**src/hw/gcm_pkg.sv**
```systemverilog
// constants, types and field layouts for the gauge command map
package gcm_pkg;
  // -----------------------------------------------------------------
  // command codes
  // -----------------------------------------------------------------
  localparam logic [7:0] CODE_COMMAND_PORT = 8'h00;
  localparam logic [7:0] CODE_CHARGE_PERCENT = 8'h02;
  localparam logic [7:0] CODE_REMAINING_CHARGE = 8'h04;
  localparam logic [7:0] CODE_FULL_CAPACITY = 8'h06;
  localparam logic [7:0] CODE_PACK_POTENTIAL = 8'h08;
  localparam logic [7:0] CODE_MEAN_CURRENT = 8'h0a;
  localparam logic [7:0] CODE_THERMAL_READING = 8'h0c;
  localparam logic [7:0] CODE_GAUGE_STATUS_BITS = 8'h0e;
  localparam logic [7:0] CODE_BUILD_DAY = 8'h6b;
  localparam logic [7:0] CODE_MAKER_LABEL_LEN = 8'h6d;
  localparam logic [7:0] CODE_MAKER_LABEL_BLOCK = 8'h6e;
  localparam logic [7:0] CODE_MAKER_LABEL_LAST = 8'h78;
  localparam logic [7:0] CODE_CELL_TYPE_LEN = 8'h79;
  localparam logic [7:0] CODE_CELL_TYPE_TEXT = 8'h7a;
  localparam logic [7:0] CODE_CELL_TYPE_LAST = 8'h7d;
  localparam logic [7:0] CODE_PACK_SERIAL_CODE = 8'h7e;
  // storage, scratch pad and key window
  localparam logic [7:0] CODE_STORE_SUBCLASS = 8'h3e;
  localparam logic [7:0] CODE_STORE_OFFSET = 8'h3f;
  localparam logic [7:0] CODE_SCRATCH_FIRST = 8'h40;
  localparam logic [7:0] CODE_SCRATCH_LAST = 8'h53;
  localparam logic [7:0] CODE_AUTH_GO = 8'h54;
  localparam logic [7:0] CODE_STORE_DATA = 8'h60;
  localparam logic [7:0] CODE_KEY_FIRST = 8'h64;
  localparam logic [7:0] CODE_KEY_LAST = 8'h73;
  // -----------------------------------------------------------------
  // sizes and sub-commands
  // -----------------------------------------------------------------
  localparam int STORE_BYTES = 32;
  localparam int SCRATCH_BYTES = 20;
  localparam int KEY_BYTES = 16;
  localparam logic [15:0] SUB_STATUS = 16'h0000;
  localparam logic [15:0] SUB_DEVICE_TYPE = 16'h0001;
  localparam logic [15:0] SUB_FW_VERSION = 16'h0002;
  localparam logic [15:0] SUB_SET_FULLSLEEP = 16'h0010;
  localparam logic [15:0] SUB_LOCK = 16'h0020;
  // status word bit positions and storage select reset values
  localparam int STAT_LOCKED_BIT = 13;
  localparam int STAT_FULLSLEEP_BIT = 5;
  localparam int STAT_SLEEP_BIT = 4;
  localparam logic [7:0] STORE_SUBCLASS_RESET = 8'h00;
  localparam logic [7:0] STORE_OFFSET_RESET = 8'h00;

  // measured and computed values handed in by the gauge core
  typedef struct packed {
    logic [15:0] charge_percent;
    logic [15:0] remaining_charge;
    logic [15:0] full_capacity;
    logic [15:0] pack_potential;
    logic [15:0] mean_current;
    logic [15:0] thermal_reading;
    logic [15:0] gauge_status_bits;
  } gcm_values_t;

  // byte events from the serial port
  typedef struct packed {
    logic wr_stb;
    logic wr_first;
    logic [7:0] wr_byte;
    logic rd_stb;
    logic activity;
  } gcm_bus_evt_t;

  // power modes
  typedef enum logic [2:0] {
    PM_NORMAL = 3'b001,
    PM_SLEEP = 3'b010,
    PM_FULLSLEEP = 3'b100
  } gcm_pmode_t;

  // serial port states
  typedef enum logic [4:0] {
    SP_IDLE = 5'b00001,
    SP_RX = 5'b00010,
    SP_ACK = 5'b00100,
    SP_TX = 5'b01000,
    SP_TXACK = 5'b10000
  } gcm_sp_state_t;
endpackage

```
**src/hw/gcm_command_map.sv**
```systemverilog
// host command map of the gauge: codes, control word, storage, scratch
`timescale 1ns/100ps
module gcm_command_map
#(
  parameter logic [6:0] DEV_ADDR = 7'h55,
  parameter logic [15:0] DEVICE_TYPE = 16'h1234, // arbitrary value
  parameter logic [15:0] FW_VERSION = 16'h0100, // arbitrary value
  parameter logic [15:0] UNLOCK_KEY = 16'h5a5a, // arbitrary value
  parameter logic [7:0] USER_SUBCLASS = 8'h3a,
  parameter logic [15:0] BUILD_DAY = 16'h0000,
  parameter logic [15:0] PACK_SERIAL_CODE = 16'h0001,
  parameter logic [7:0] MAKER_LABEL_LEN = 8'h0b,
  parameter logic [87:0] MAKER_LABEL = "GAUGEMAKER ",
  parameter logic [7:0] CELL_TYPE_LEN = 8'h04,
  parameter logic [31:0] CELL_TYPE = "LION"
)
(
  input wire logic mclk,
  input wire logic reset,
  input wire logic scl_in,
  input wire logic sda_in,
  output logic sda_out,
  output logic sda_oe,
  input wire gcm_pkg::gcm_values_t values,
  input wire logic sleep_cond,
  output gcm_pkg::gcm_pmode_t power_mode,
  output logic open_access_mode,
  output logic auth_start,
  input wire logic auth_done,
  input wire logic [159:0] auth_resp
);
  import gcm_pkg::*;

  // -----------------------------------------------------------------
  // state
  // -----------------------------------------------------------------
  gcm_bus_evt_t evt; // byte events from the port
  logic [7:0] code; // current command code pointer
  logic [7:0] ctl_lo; // low byte of pending sub-command
  logic [15:0] ctl_word; // command port read value
  logic ctl_is_status; // command port shows live status
  logic locked_access_mode; // locked after reset
  logic [7:0] store_subclass; // storage subclass select
  logic [7:0] store_offset; // storage offset select
  logic [7:0] store_mem [STORE_BYTES]; // user storage
  logic [7:0] scratch [SCRATCH_BYTES]; // challenge and response area
  logic [7:0] auth_key [KEY_BYTES]; // authentication key
  logic arm_fullsleep; // one-cycle request for full sleep
  logic fullsleep_armed; // full sleep pending
  logic [7:0] rd_byte; // byte offered to the port
  logic [15:0] status_word; // control status value

  assign open_access_mode = ~locked_access_mode;

  // -----------------------------------------------------------------
  // helpers
  // -----------------------------------------------------------------
  // byte of a two-byte value: even code low, odd code high
  function automatic logic [7:0] word_byte(input logic [15:0] w,
                                           input logic hi);
    word_byte = hi ? w[15:8] : w[7:0];
  endfunction

  // byte index of a code inside a block that starts at base
  function automatic logic [7:0] rel(input logic [7:0] c,
                                     input logic [7:0] base);
    rel = c - base;
  endfunction

  // -----------------------------------------------------------------
  // address decode
  // -----------------------------------------------------------------
  wire [7:0] pair = {code[7:1], 1'b0};
  wire hi_half = code[0];
  wire in_name = code >= CODE_MAKER_LABEL_BLOCK
               && code <= CODE_MAKER_LABEL_LAST;
  wire in_cell_type_text = code >= CODE_CELL_TYPE_TEXT && code <= CODE_CELL_TYPE_LAST;
  wire in_scratch = code >= CODE_SCRATCH_FIRST && code <= CODE_SCRATCH_LAST;
  wire in_key = code >= CODE_KEY_FIRST && code <= CODE_KEY_LAST;
  wire [7:0] name_idx = rel(code, CODE_MAKER_LABEL_BLOCK);
  wire [7:0] cell_type_text_idx = rel(code, CODE_CELL_TYPE_TEXT);
  wire [4:0] scr_idx = 5'(rel(code, CODE_SCRATCH_FIRST));
  wire [3:0] key_idx = 4'(rel(code, CODE_KEY_FIRST));
  wire store_hit = store_subclass == USER_SUBCLASS
                 && store_offset < 8'(STORE_BYTES);
  wire [4:0] store_idx = store_offset[4:0];
  wire wr_data = evt.wr_stb & ~evt.wr_first;
  wire [15:0] sub_cmd = {evt.wr_byte, ctl_lo};
  wire sub_done = wr_data && code == 8'h01; // high byte closes it

  // live status word
  always_comb
  begin
    status_word = 16'h0000;
    status_word[STAT_LOCKED_BIT] = locked_access_mode;
    status_word[STAT_FULLSLEEP_BIT] = fullsleep_armed;
    status_word[STAT_SLEEP_BIT] = power_mode == PM_SLEEP;
  end

  // -----------------------------------------------------------------
  // read selection
  // -----------------------------------------------------------------
  function automatic logic [7:0] read_map(input logic [7:0] c);
    logic [15:0] w;
    w = 16'h0000;
    unique case (c[7:1] == 7'h00 ? CODE_COMMAND_PORT : pair)
      CODE_COMMAND_PORT: w = ctl_is_status ? status_word : ctl_word;
      CODE_CHARGE_PERCENT: w = values.charge_percent;
      CODE_REMAINING_CHARGE: w = values.remaining_charge;
      CODE_FULL_CAPACITY: w = values.full_capacity;
      CODE_PACK_POTENTIAL: w = values.pack_potential;
      CODE_MEAN_CURRENT: w = values.mean_current;
      CODE_THERMAL_READING: w = values.thermal_reading;
      CODE_GAUGE_STATUS_BITS: w = values.gauge_status_bits;
      CODE_PACK_SERIAL_CODE: w = PACK_SERIAL_CODE;
      default: w = 16'h0000;
    endcase
    read_map = word_byte(w, c[0]);
  endfunction

  // build day sits on an odd pair, so it is handled apart
  wire [7:0] day_byte = word_byte(BUILD_DAY, code == CODE_BUILD_DAY + 8'h1);
  wire is_day = code == CODE_BUILD_DAY || code == CODE_BUILD_DAY + 8'h1;

  assign rd_byte =
      is_day ? day_byte :
      code == CODE_MAKER_LABEL_LEN ? MAKER_LABEL_LEN :
      in_name ? MAKER_LABEL[8'd87 - {name_idx[4:0], 3'b000} -: 8] :
      code == CODE_CELL_TYPE_LEN ? CELL_TYPE_LEN :
      in_cell_type_text ? CELL_TYPE[8'd31 - {cell_type_text_idx[4:0], 3'b000} -: 8] :
      code == CODE_STORE_SUBCLASS ? store_subclass :
      code == CODE_STORE_OFFSET ? store_offset :
      code == CODE_STORE_DATA ? (store_hit ? store_mem[store_idx] : 8'h00) :
      in_scratch ? scratch[scr_idx] :
      in_key ? 8'h00 : // keys never read back
      read_map(code);

  // -----------------------------------------------------------------
  // serial port and power tracker
  // -----------------------------------------------------------------
  gcm_serial_port #(.DEV_ADDR(DEV_ADDR)) u_port
  (
    .mclk(mclk),
    .reset(reset),
    .scl_in(scl_in),
    .sda_in(sda_in),
    .sda_out(sda_out),
    .sda_oe(sda_oe),
    .rd_byte(rd_byte),
    .evt(evt)
  );

  gcm_power_mode u_power
  (
    .mclk(mclk),
    .reset(reset),
    .sleep_cond(sleep_cond),
    .activity(evt.activity),
    .arm_fullsleep(arm_fullsleep),
    .mode(power_mode),
    .fullsleep_armed(fullsleep_armed)
  );

  // -----------------------------------------------------------------
  // code pointer: set by the first written byte, then auto-increment
  // -----------------------------------------------------------------
  always_ff @(posedge mclk)
  begin
    if (reset)
      code <= CODE_COMMAND_PORT;
    else if (evt.wr_stb & evt.wr_first)
      code <= evt.wr_byte;
    else if (wr_data | evt.rd_stb)
      code <= code + 8'h01;
  end

  // -----------------------------------------------------------------
  // command port: only writable standard code pair
  // -----------------------------------------------------------------
  always_ff @(posedge mclk)
  begin
    arm_fullsleep <= 1'b0;
    if (reset)
    begin
      ctl_lo <= 8'h00;
      ctl_word <= 16'h0000;
      ctl_is_status <= 1'b1;
      locked_access_mode <= 1'b1;
    end
    else if (wr_data && code == CODE_COMMAND_PORT)
      ctl_lo <= evt.wr_byte;
    else if (sub_done)
    begin
      ctl_is_status <= 1'b0;
      ctl_word <= 16'h0000;
      if (sub_cmd == SUB_STATUS)
        ctl_is_status <= 1'b1;
      else if (sub_cmd == SUB_DEVICE_TYPE)
        ctl_word <= DEVICE_TYPE;
      else if (sub_cmd == SUB_FW_VERSION)
        ctl_word <= FW_VERSION;
      else if (sub_cmd == SUB_SET_FULLSLEEP && ~locked_access_mode)
        arm_fullsleep <= 1'b1;
      else if (sub_cmd == SUB_LOCK)
        locked_access_mode <= 1'b1;
      else if (sub_cmd == UNLOCK_KEY)
        locked_access_mode <= 1'b0;
    end
  end

  // -----------------------------------------------------------------
  // storage select and user storage; values outside read-only
  // -----------------------------------------------------------------
  always_ff @(posedge mclk)
  begin
    if (reset)
    begin
      store_subclass <= STORE_SUBCLASS_RESET;
      store_offset <= STORE_OFFSET_RESET;
    end
    else if (wr_data && code == CODE_STORE_SUBCLASS)
      store_subclass <= evt.wr_byte;
    else if (wr_data && code == CODE_STORE_OFFSET)
      store_offset <= evt.wr_byte;
  end

  // storage contents are not reset: they model retained memory
  always_ff @(posedge mclk)
  begin
    if (wr_data && code == CODE_STORE_DATA && store_hit)
      store_mem[store_idx] <= evt.wr_byte;
  end

  // -----------------------------------------------------------------
  // authentication: keys, scratch pad, start pulse
  // -----------------------------------------------------------------
  always_ff @(posedge mclk)
  begin
    if (wr_data && in_key && ~locked_access_mode)
      auth_key[key_idx] <= evt.wr_byte;
  end

  // response wins over a host write in the same cycle
  genvar gi;
  generate
    for (gi = 0; gi < SCRATCH_BYTES; gi++)
    begin : g_scratch
      always_ff @(posedge mclk)
      begin
        if (reset)
          scratch[gi] <= 8'h00;
        else if (auth_done)
          scratch[gi] <= auth_resp[159 - 8 * gi -: 8];
        else if (wr_data && in_scratch && scr_idx == 5'(gi))
          scratch[gi] <= evt.wr_byte;
      end
    end
  endgenerate

  // one-cycle request for the hash engine
  always_ff @(posedge mclk)
  begin
    auth_start <= ~reset & wr_data & (code == CODE_AUTH_GO);
  end
endmodule

```
**src/hw/gcm_serial_port.sv**
```systemverilog
// two-wire slave port turning bus bits into byte events
`timescale 1ns/100ps
module gcm_serial_port
#(
  parameter logic [6:0] DEV_ADDR = 7'h55
)
(
  input wire logic mclk,
  input wire logic reset,
  input wire logic scl_in,
  input wire logic sda_in,
  output logic sda_out,
  output logic sda_oe,
  input wire logic [7:0] rd_byte,
  output gcm_pkg::gcm_bus_evt_t evt
);
  import gcm_pkg::*;

  gcm_sp_state_t state; // port state
  logic scl_q; // previous clock level
  logic sda_q; // previous data level
  logic [7:0] shift; // byte shifter
  logic [3:0] cnt; // bit count
  logic is_addr; // first byte of a transfer
  logic rw; // read transfer
  logic first; // next written byte is the code
  logic acked; // master acked last sent byte

  // -----------------------------------------------------------------
  // bus conditions
  // -----------------------------------------------------------------
  wire scl_rise = scl_in & ~scl_q;
  wire scl_fall = ~scl_in & scl_q;
  wire start_c = scl_in & scl_q & sda_q & ~sda_in;
  wire stop_c = scl_in & scl_q & ~sda_q & sda_in;
  wire byte_done = scl_fall & (cnt == 4'h8);
  wire addr_hit = shift[7:1] == DEV_ADDR;
  wire to_tx = scl_fall & ((state == SP_ACK & rw) | (state == SP_TXACK & acked));

  assign sda_out = 1'b0; // open-drain: only ever pulls low
  assign sda_oe = (state == SP_ACK) | (state == SP_TX & ~shift[7]);
  assign evt.wr_stb = byte_done & (state == SP_RX) & ~is_addr;
  assign evt.wr_first = first;
  assign evt.wr_byte = shift;
  assign evt.rd_stb = to_tx;
  assign evt.activity = start_c;

  // edge history
  always_ff @(posedge mclk)
  begin
    scl_q <= reset ? 1'b1 : scl_in;
    sda_q <= reset ? 1'b1 : sda_in;
  end

  // -----------------------------------------------------------------
  // byte sequencer
  // -----------------------------------------------------------------
  always_ff @(posedge mclk)
  begin
    if (reset | stop_c)
    begin
      state <= SP_IDLE;
      cnt <= 4'h0;
      is_addr <= 1'b0;
      rw <= 1'b0;
      first <= 1'b0;
      acked <= 1'b0;
      shift <= 8'h00;
    end
    else if (start_c)
    begin
      state <= SP_RX;
      cnt <= 4'h0;
      is_addr <= 1'b1;
    end
    else
    begin
      unique case (state)
        SP_IDLE: ;
        SP_RX:
        begin
          if (scl_rise)
          begin
            shift <= {shift[6:0], sda_in};
            cnt <= cnt + 4'h1;
          end
          else if (byte_done)
          begin
            // foreign address: stay off the bus until next start
            state <= (is_addr & ~addr_hit) ? SP_IDLE : SP_ACK;
            if (is_addr)
            begin
              rw <= shift[0];
              first <= ~shift[0];
            end
            else
              first <= 1'b0;
            is_addr <= 1'b0;
          end
        end
        SP_ACK:
        begin
          if (to_tx)
          begin
            state <= SP_TX;
            shift <= rd_byte;
            cnt <= 4'h0;
          end
          else if (scl_fall)
          begin
            state <= SP_RX;
            cnt <= 4'h0;
          end
        end
        SP_TX:
        begin
          if (scl_fall)
          begin
            shift <= {shift[6:0], 1'b1};
            cnt <= cnt + 4'h1;
            if (cnt == 4'h7)
              state <= SP_TXACK;
          end
        end
        SP_TXACK:
        begin
          if (scl_rise)
            acked <= ~sda_in;
          else if (to_tx)
          begin
            state <= SP_TX;
            shift <= rd_byte;
            cnt <= 4'h0;
          end
          else if (scl_fall)
            state <= SP_IDLE; // nack ends the read
        end
      endcase
    end
  end
endmodule

```
**src/hw/gcm_power_mode.sv**
```systemverilog
// automatic normal, sleep and full-sleep mode tracker
`timescale 1ns/100ps
module gcm_power_mode
(
  input wire logic mclk,
  input wire logic reset,
  input wire logic sleep_cond,
  input wire logic activity,
  input wire logic arm_fullsleep,
  output gcm_pkg::gcm_pmode_t mode,
  output logic fullsleep_armed
);
  import gcm_pkg::*;

  gcm_pmode_t next_mode; // mode for the next cycle

  // -----------------------------------------------------------------
  // mode transitions
  // -----------------------------------------------------------------
  always_comb
  begin
    next_mode = mode;
    unique case (mode)
      PM_NORMAL:
        if (sleep_cond & ~activity)
          next_mode = PM_SLEEP;
      PM_SLEEP:
        if (activity | ~sleep_cond)
          next_mode = PM_NORMAL;
        else if (fullsleep_armed)
          next_mode = PM_FULLSLEEP;
      PM_FULLSLEEP:
        if (activity)
          next_mode = PM_SLEEP; // traffic brings it back to sleep
      default:
        next_mode = PM_NORMAL; // illegal code recovers
    endcase
  end

  // mode register and full-sleep arm flag; arming wins over traffic
  always_ff @(posedge mclk)
  begin
    if (reset)
    begin
      mode <= PM_NORMAL;
      fullsleep_armed <= 1'b0;
    end
    else
    begin
      mode <= next_mode;
      fullsleep_armed <= arm_fullsleep | (fullsleep_armed & ~activity);
    end
  end
endmodule

```
**config.mk**
```make
export PLATFORM = sky130hd
export DESIGN_NAME = gcm_command_map
export DESIGN_NICKNAME = d
export VERILOG_FILES = /design/src/hw/gcm_pkg.sv /design/src/hw/gcm_command_map.sv /design/src/hw/gcm_serial_port.sv /design/src/hw/gcm_power_mode.sv
export SDC_FILE = /design/constraint.sdc
export NUM_CORES = 1
export LEC_CHECK = 0
export BUFFER_PORTS_ARGS = -buffer_cell sky130_fd_sc_hd__buf_2
export CORE_UTILIZATION = 53
export DETAILED_ROUTE_END_ITERATION = 8
export GPL_TIMING_DRIVEN = 1
export PLACE_DENSITY = 0.77
export SYNTH_ARGS = -nofsm -noshare
export SYNTH_HDL_FRONTEND = slang
export SYNTH_SLANG_ARGS = --single-unit
```
**constraint.sdc**
```tcl
create_clock -name mclk -period 3.6 [get_ports mclk]
set_input_delay 0.18 -clock mclk [delete_from_list [all_inputs] [get_ports mclk]]
set_output_delay 0.18 -clock mclk [all_outputs]
set_load 0.03 [all_outputs]
```
==> results.md <==
* CTS root buf: clkbuf_16
* Synthesized area per cell at about 14 sq um
* Setup TNS at 0 ns
* Worst setup SP type: flip-flop
* Crit path required time at 3.94 ns
* Measured slew at the worst slew-check pin at approximately 0.9 ns
* Syn Nets at between 1500 and 2000
* Main synth FF type: edfxtp_1
* Yosys reg bits at approximately 500
* MaxCap Viol Count at 0
* Final core area utilization at 67.4%
* Drt total wl at roughly 80000 um
* Multiplexer share of the synthesized area at 13.4%
* Sequential fraction of the synthesis area at 60.6%
* Worst reg2reg path endpoint: scratch[10][7]
* DP HPWL at between 40000 and 50000 um
* Vias at ~19000
* Buffers from clock root to sink, at most at 3
* Starting Density at 53.7%
* Drt pass-1 iters at 7
* Worst Path Arrival at approximately 3.8 ns
* Core area at approximately 43000 sq um
* Leak pwr at a little over 10 nW
* Die X at ~210 um
* Num CTS Buffers at 50
* Min Tclk post-route at ~3.5 ns
* Die ar. at 44400 sq um
* Worst skew pair latency at around 0.64 ns
* Num rows at 76
* Largest net degree at the start of global routing at between 90 and 100
* H-tree depth at 2
* Cell Int Power at a little under 0.01 W
* Clock skew at roughly 0.050 ns
* Compound-Gate Fraction of Synth Area at 13.0%
* CP max stage delay at approximately 0.54 ns
* Peak fanout along the critical path at 8
* Syn. warnings at 0
* Mapped Area at about 23000 sq um
* CP max stage cell: or4_4
* Clock group share of total power at 43.1%
* Post-DR wirelength/cell at approximately 30 um
* Num ports at approximately 290
* Starting DRC count in detailed routing at about 3500
* Async SR Flop Fraction at 0%
* Net Sw Frac at 22.3%
* Reg clk slew, reported paths at 0.06 ns
* Final Hold Fails at 0
* Postcts setup bufs at 0
* Reg-to-reg startpoint: u_port.state[2]
* Power per cell area at between 400 and 500 nW/um^2
* Endpoints failing setup at 0
* CTS Sinks at about 500
* Adder-cell area share of the yosys netlist at less than 1%
* Net count reported at finish at 2407
* Cell mode on critical path: or3_1
* Hold Crit Depth at 5
* Period utilization at a little over nine tenths
* WHS Endpoint: u_port.shift[2]
* Vias/cell at approximately 7
* Post-route ant nets at 0
* Buffers added on ports at 283
* Worst r2r path cells at 7
* Area growth syn-to-layout at 25.6%
* Fmax at about 0.29 GHz
* Post-synth EDFFs at 416
* Seq pwr share at 51.0%
* XOR/XNOR Fraction of Synth Area at less than 1%
* FF-to-FF setup slack at a little under 0.1 ns
* Worst slew margin at between 30 and 40%
* Initial antenna violation count at 4
* TritonCTS clock tree: done
* Cells after synthesis at approximately 1600
* Slew Viols, Final at 0
* Post-synth cell types at 77
* Cell Chain, Critical Path: or3_1 -> or4_4 -> or3_1 -> nor4_4 -> nand2_1 -> o21ai_1 -> buf_4
* CP endpoint kind: flip-flop
* P_sw at between 0.002 and 0.003 W
* Placer Congestion at roughly 1.1
* Total global routing overflow at 0
* Hold Crit Start: values[18]
* Crit path kind: reg -> reg
* Largest family of logic cells by synthesized area: multiplexers
* Hold Crit Class: in -> reg
* Comb pwr share at 5.9%
* Share of cells above drive strength 1 at 29.4%
* Max IR drop VDD at 0.355 mV
* Total track usage at between 30% and 40%
* Status: completed
* Simple-gate share of the synthesized area at slightly above 9%
* Vias in the first global route at 18230
* First-pass GRT wire length at ~120000 um
* Drc violations at 0
* Fill cells at between 2000 and 3000
* RSZ-0062 raised after global routing: false
* Die height at between 200 and 250 um
timing repair:
| item | in CTS | in global routing |
|---|---|---|
| endpoints found under the hold margin | 164 | 0 |
| setup endpoints to repair | 0 | 10 |
| hold buffers | 163 | 0 |
| resized for setup | 0 | 4 |
critical path: cells and delay by family, from the launching register on:
kind / cells / cell delay [ns]
DFF: 1 / 0.38
buffers and inverters: 1 / 0.23
AOI/OAI and AO/OA: 1 / 0.39
and+or+nand+nor: 5 / 2.24
cells in the final DEF, fill, tap and decap left out, types with 37 or more instances in the layout:
cell type and instances:
mux4_2 116, o21ai_0 37, buf_4 107, a21oi_1 54
a22o_1 160, dfxtp_1 63, edfxtp_1 416, nor2_1 110
buf_2 283, nand3_1 40, clkbuf_16 50, nand2_1 78
dlygate4sd3_1 163
how the worst max path moves through the flow:
| stage | from | to | slack, ns | cells past startpoint |
|---|---|---|---|---|
| final | u_port.state[2] | scratch[10][7] | 0.1 | 7 |
| after global routing | u_port.state[2] | scratch[3][2] | 0.01 | 7 |
| after CTS | u_port.state[2] | scratch[10][6] | 0.13 | 7 |
| after detailed placement | u_port.state[2] | scratch[10][6] | 0.13 | 7 |
| after global placement | u_port.state[2] | scratch[10][5] | 0.24 | 7 |
| after floorplan | u_port.state[2] | scratch[9][0] | 0.23 | 8 |
registers in the layout, summed over array words and instances (netlist names), 2 cells and up, named ones only:
name and count:
u_port.shift 8, store_subclass 8, u_port.cnt 4, scratch 160, ctl_lo 8, store_offset 8, store_mem 256, code 8
u_power.mode 3, u_port.state 5, ctl_word 2
power by group through the flow:
stage	Sequential [W]	Clock (W)	Combinational (W)
2_1_floorplan	0.00645	0	0.000249
3_3_place_gp	0.00648	0	0.000530
3_5_place_dp	0.00648	0	0.000543
4_1_cts	0.00636	0.00533	0.000684
5_1_grt	0.00638	0.00561	0.000765
6_report	0.00638	0.00540	0.000744
Yosys cell counts (9+ instances only):
master,instances,area [sq um]
nor2_2,10,62.6
nand4_1,14,87.6
nor2b_1,16,100
nor2_1,111,417
clkbuf_1,105,394
buf_1,18,67.6
o21ai_0,39,195
nor3_1,21,105
a22o_1,160,1400
dfxtp_1,75,1500
mux4_2,116,2610
mux2i_1,36,360
inv_1,18,67.6
nand3_1,40,200
or3_1,14,87.6
o22ai_1,12,75.1
and3_1,20,125
a222oi_1,13,130
a221oi_1,10,87.6
o211ai_1,9,67.6
a21oi_1,54,270
a22oi_1,25,188
ha_1,17,213
mux2_2,10,113
nand2_1,78,293
a31oi_1,10,62.6
nand2b_1,20,125
a211oi_1,9,67.6
edfxtp_1,416,12500
per-layer routing:
| metal | up-vias | part of all wire (%) | track usage, % |
|---|---|---|---|
| met5 | - | 0 | 0 |
| met4 | 0 | 7.8 | 23.0 |
| met3 | 448 | 13 | 8.61 |
| met2 | 1729 | 46 | 56.4 |
| met1 | 9062 | 34 | 46.1 |
| li1 | 7567 | - | - |
through the flow:
| stage | cells | cell area [sq um] | hold slack, ns | worst slack, ns | total power (W) |
|---|---|---|---|---|---|
| finish | 2740 | 29000 | 0.120 | 0.0988 | 0.0125 |
| global route | 2738 | 29000 | 0.102 | 0.0145 | 0.0128 |
| CTS | 2737 | 29000 | 0.115 | 0.127 | 0.0124 |
| detailed placement | 2482 | 25700 | 0.435 | 0.130 | 0.00702 |
| global placement | 2482 | 25700 | 0.430 | 0.239 | 0.00701 |
| floorplan | 1631 | 23100 | 0.287 | 0.227 | 0.00670 |
logic make-up after synthesis:
group	count (synthesis)
mux	162
xor+xnor	12
simple gates	404
other cells	1
buf+inv	150
fa+ha+maj	17
flops	491
compound gates	394
cell type report:
class / instances / area [sq um] / area share (%)
flip-flops and latches: 491 / 14000 / 48.4
multi-input cells: 990 / 8520 / 29.4
repair buffers: 559 / 3970 / 13.7
clock buffers: 57 / 1280 / 4.41
well taps: 585 / 732 / 2.53
clock inverters: 35 / 378 / 1.30
inverters: 20 / 75.1 / 0.259
diodes: 3 / 7.51 / 0.0259
(Power assumes the default switching activity.)
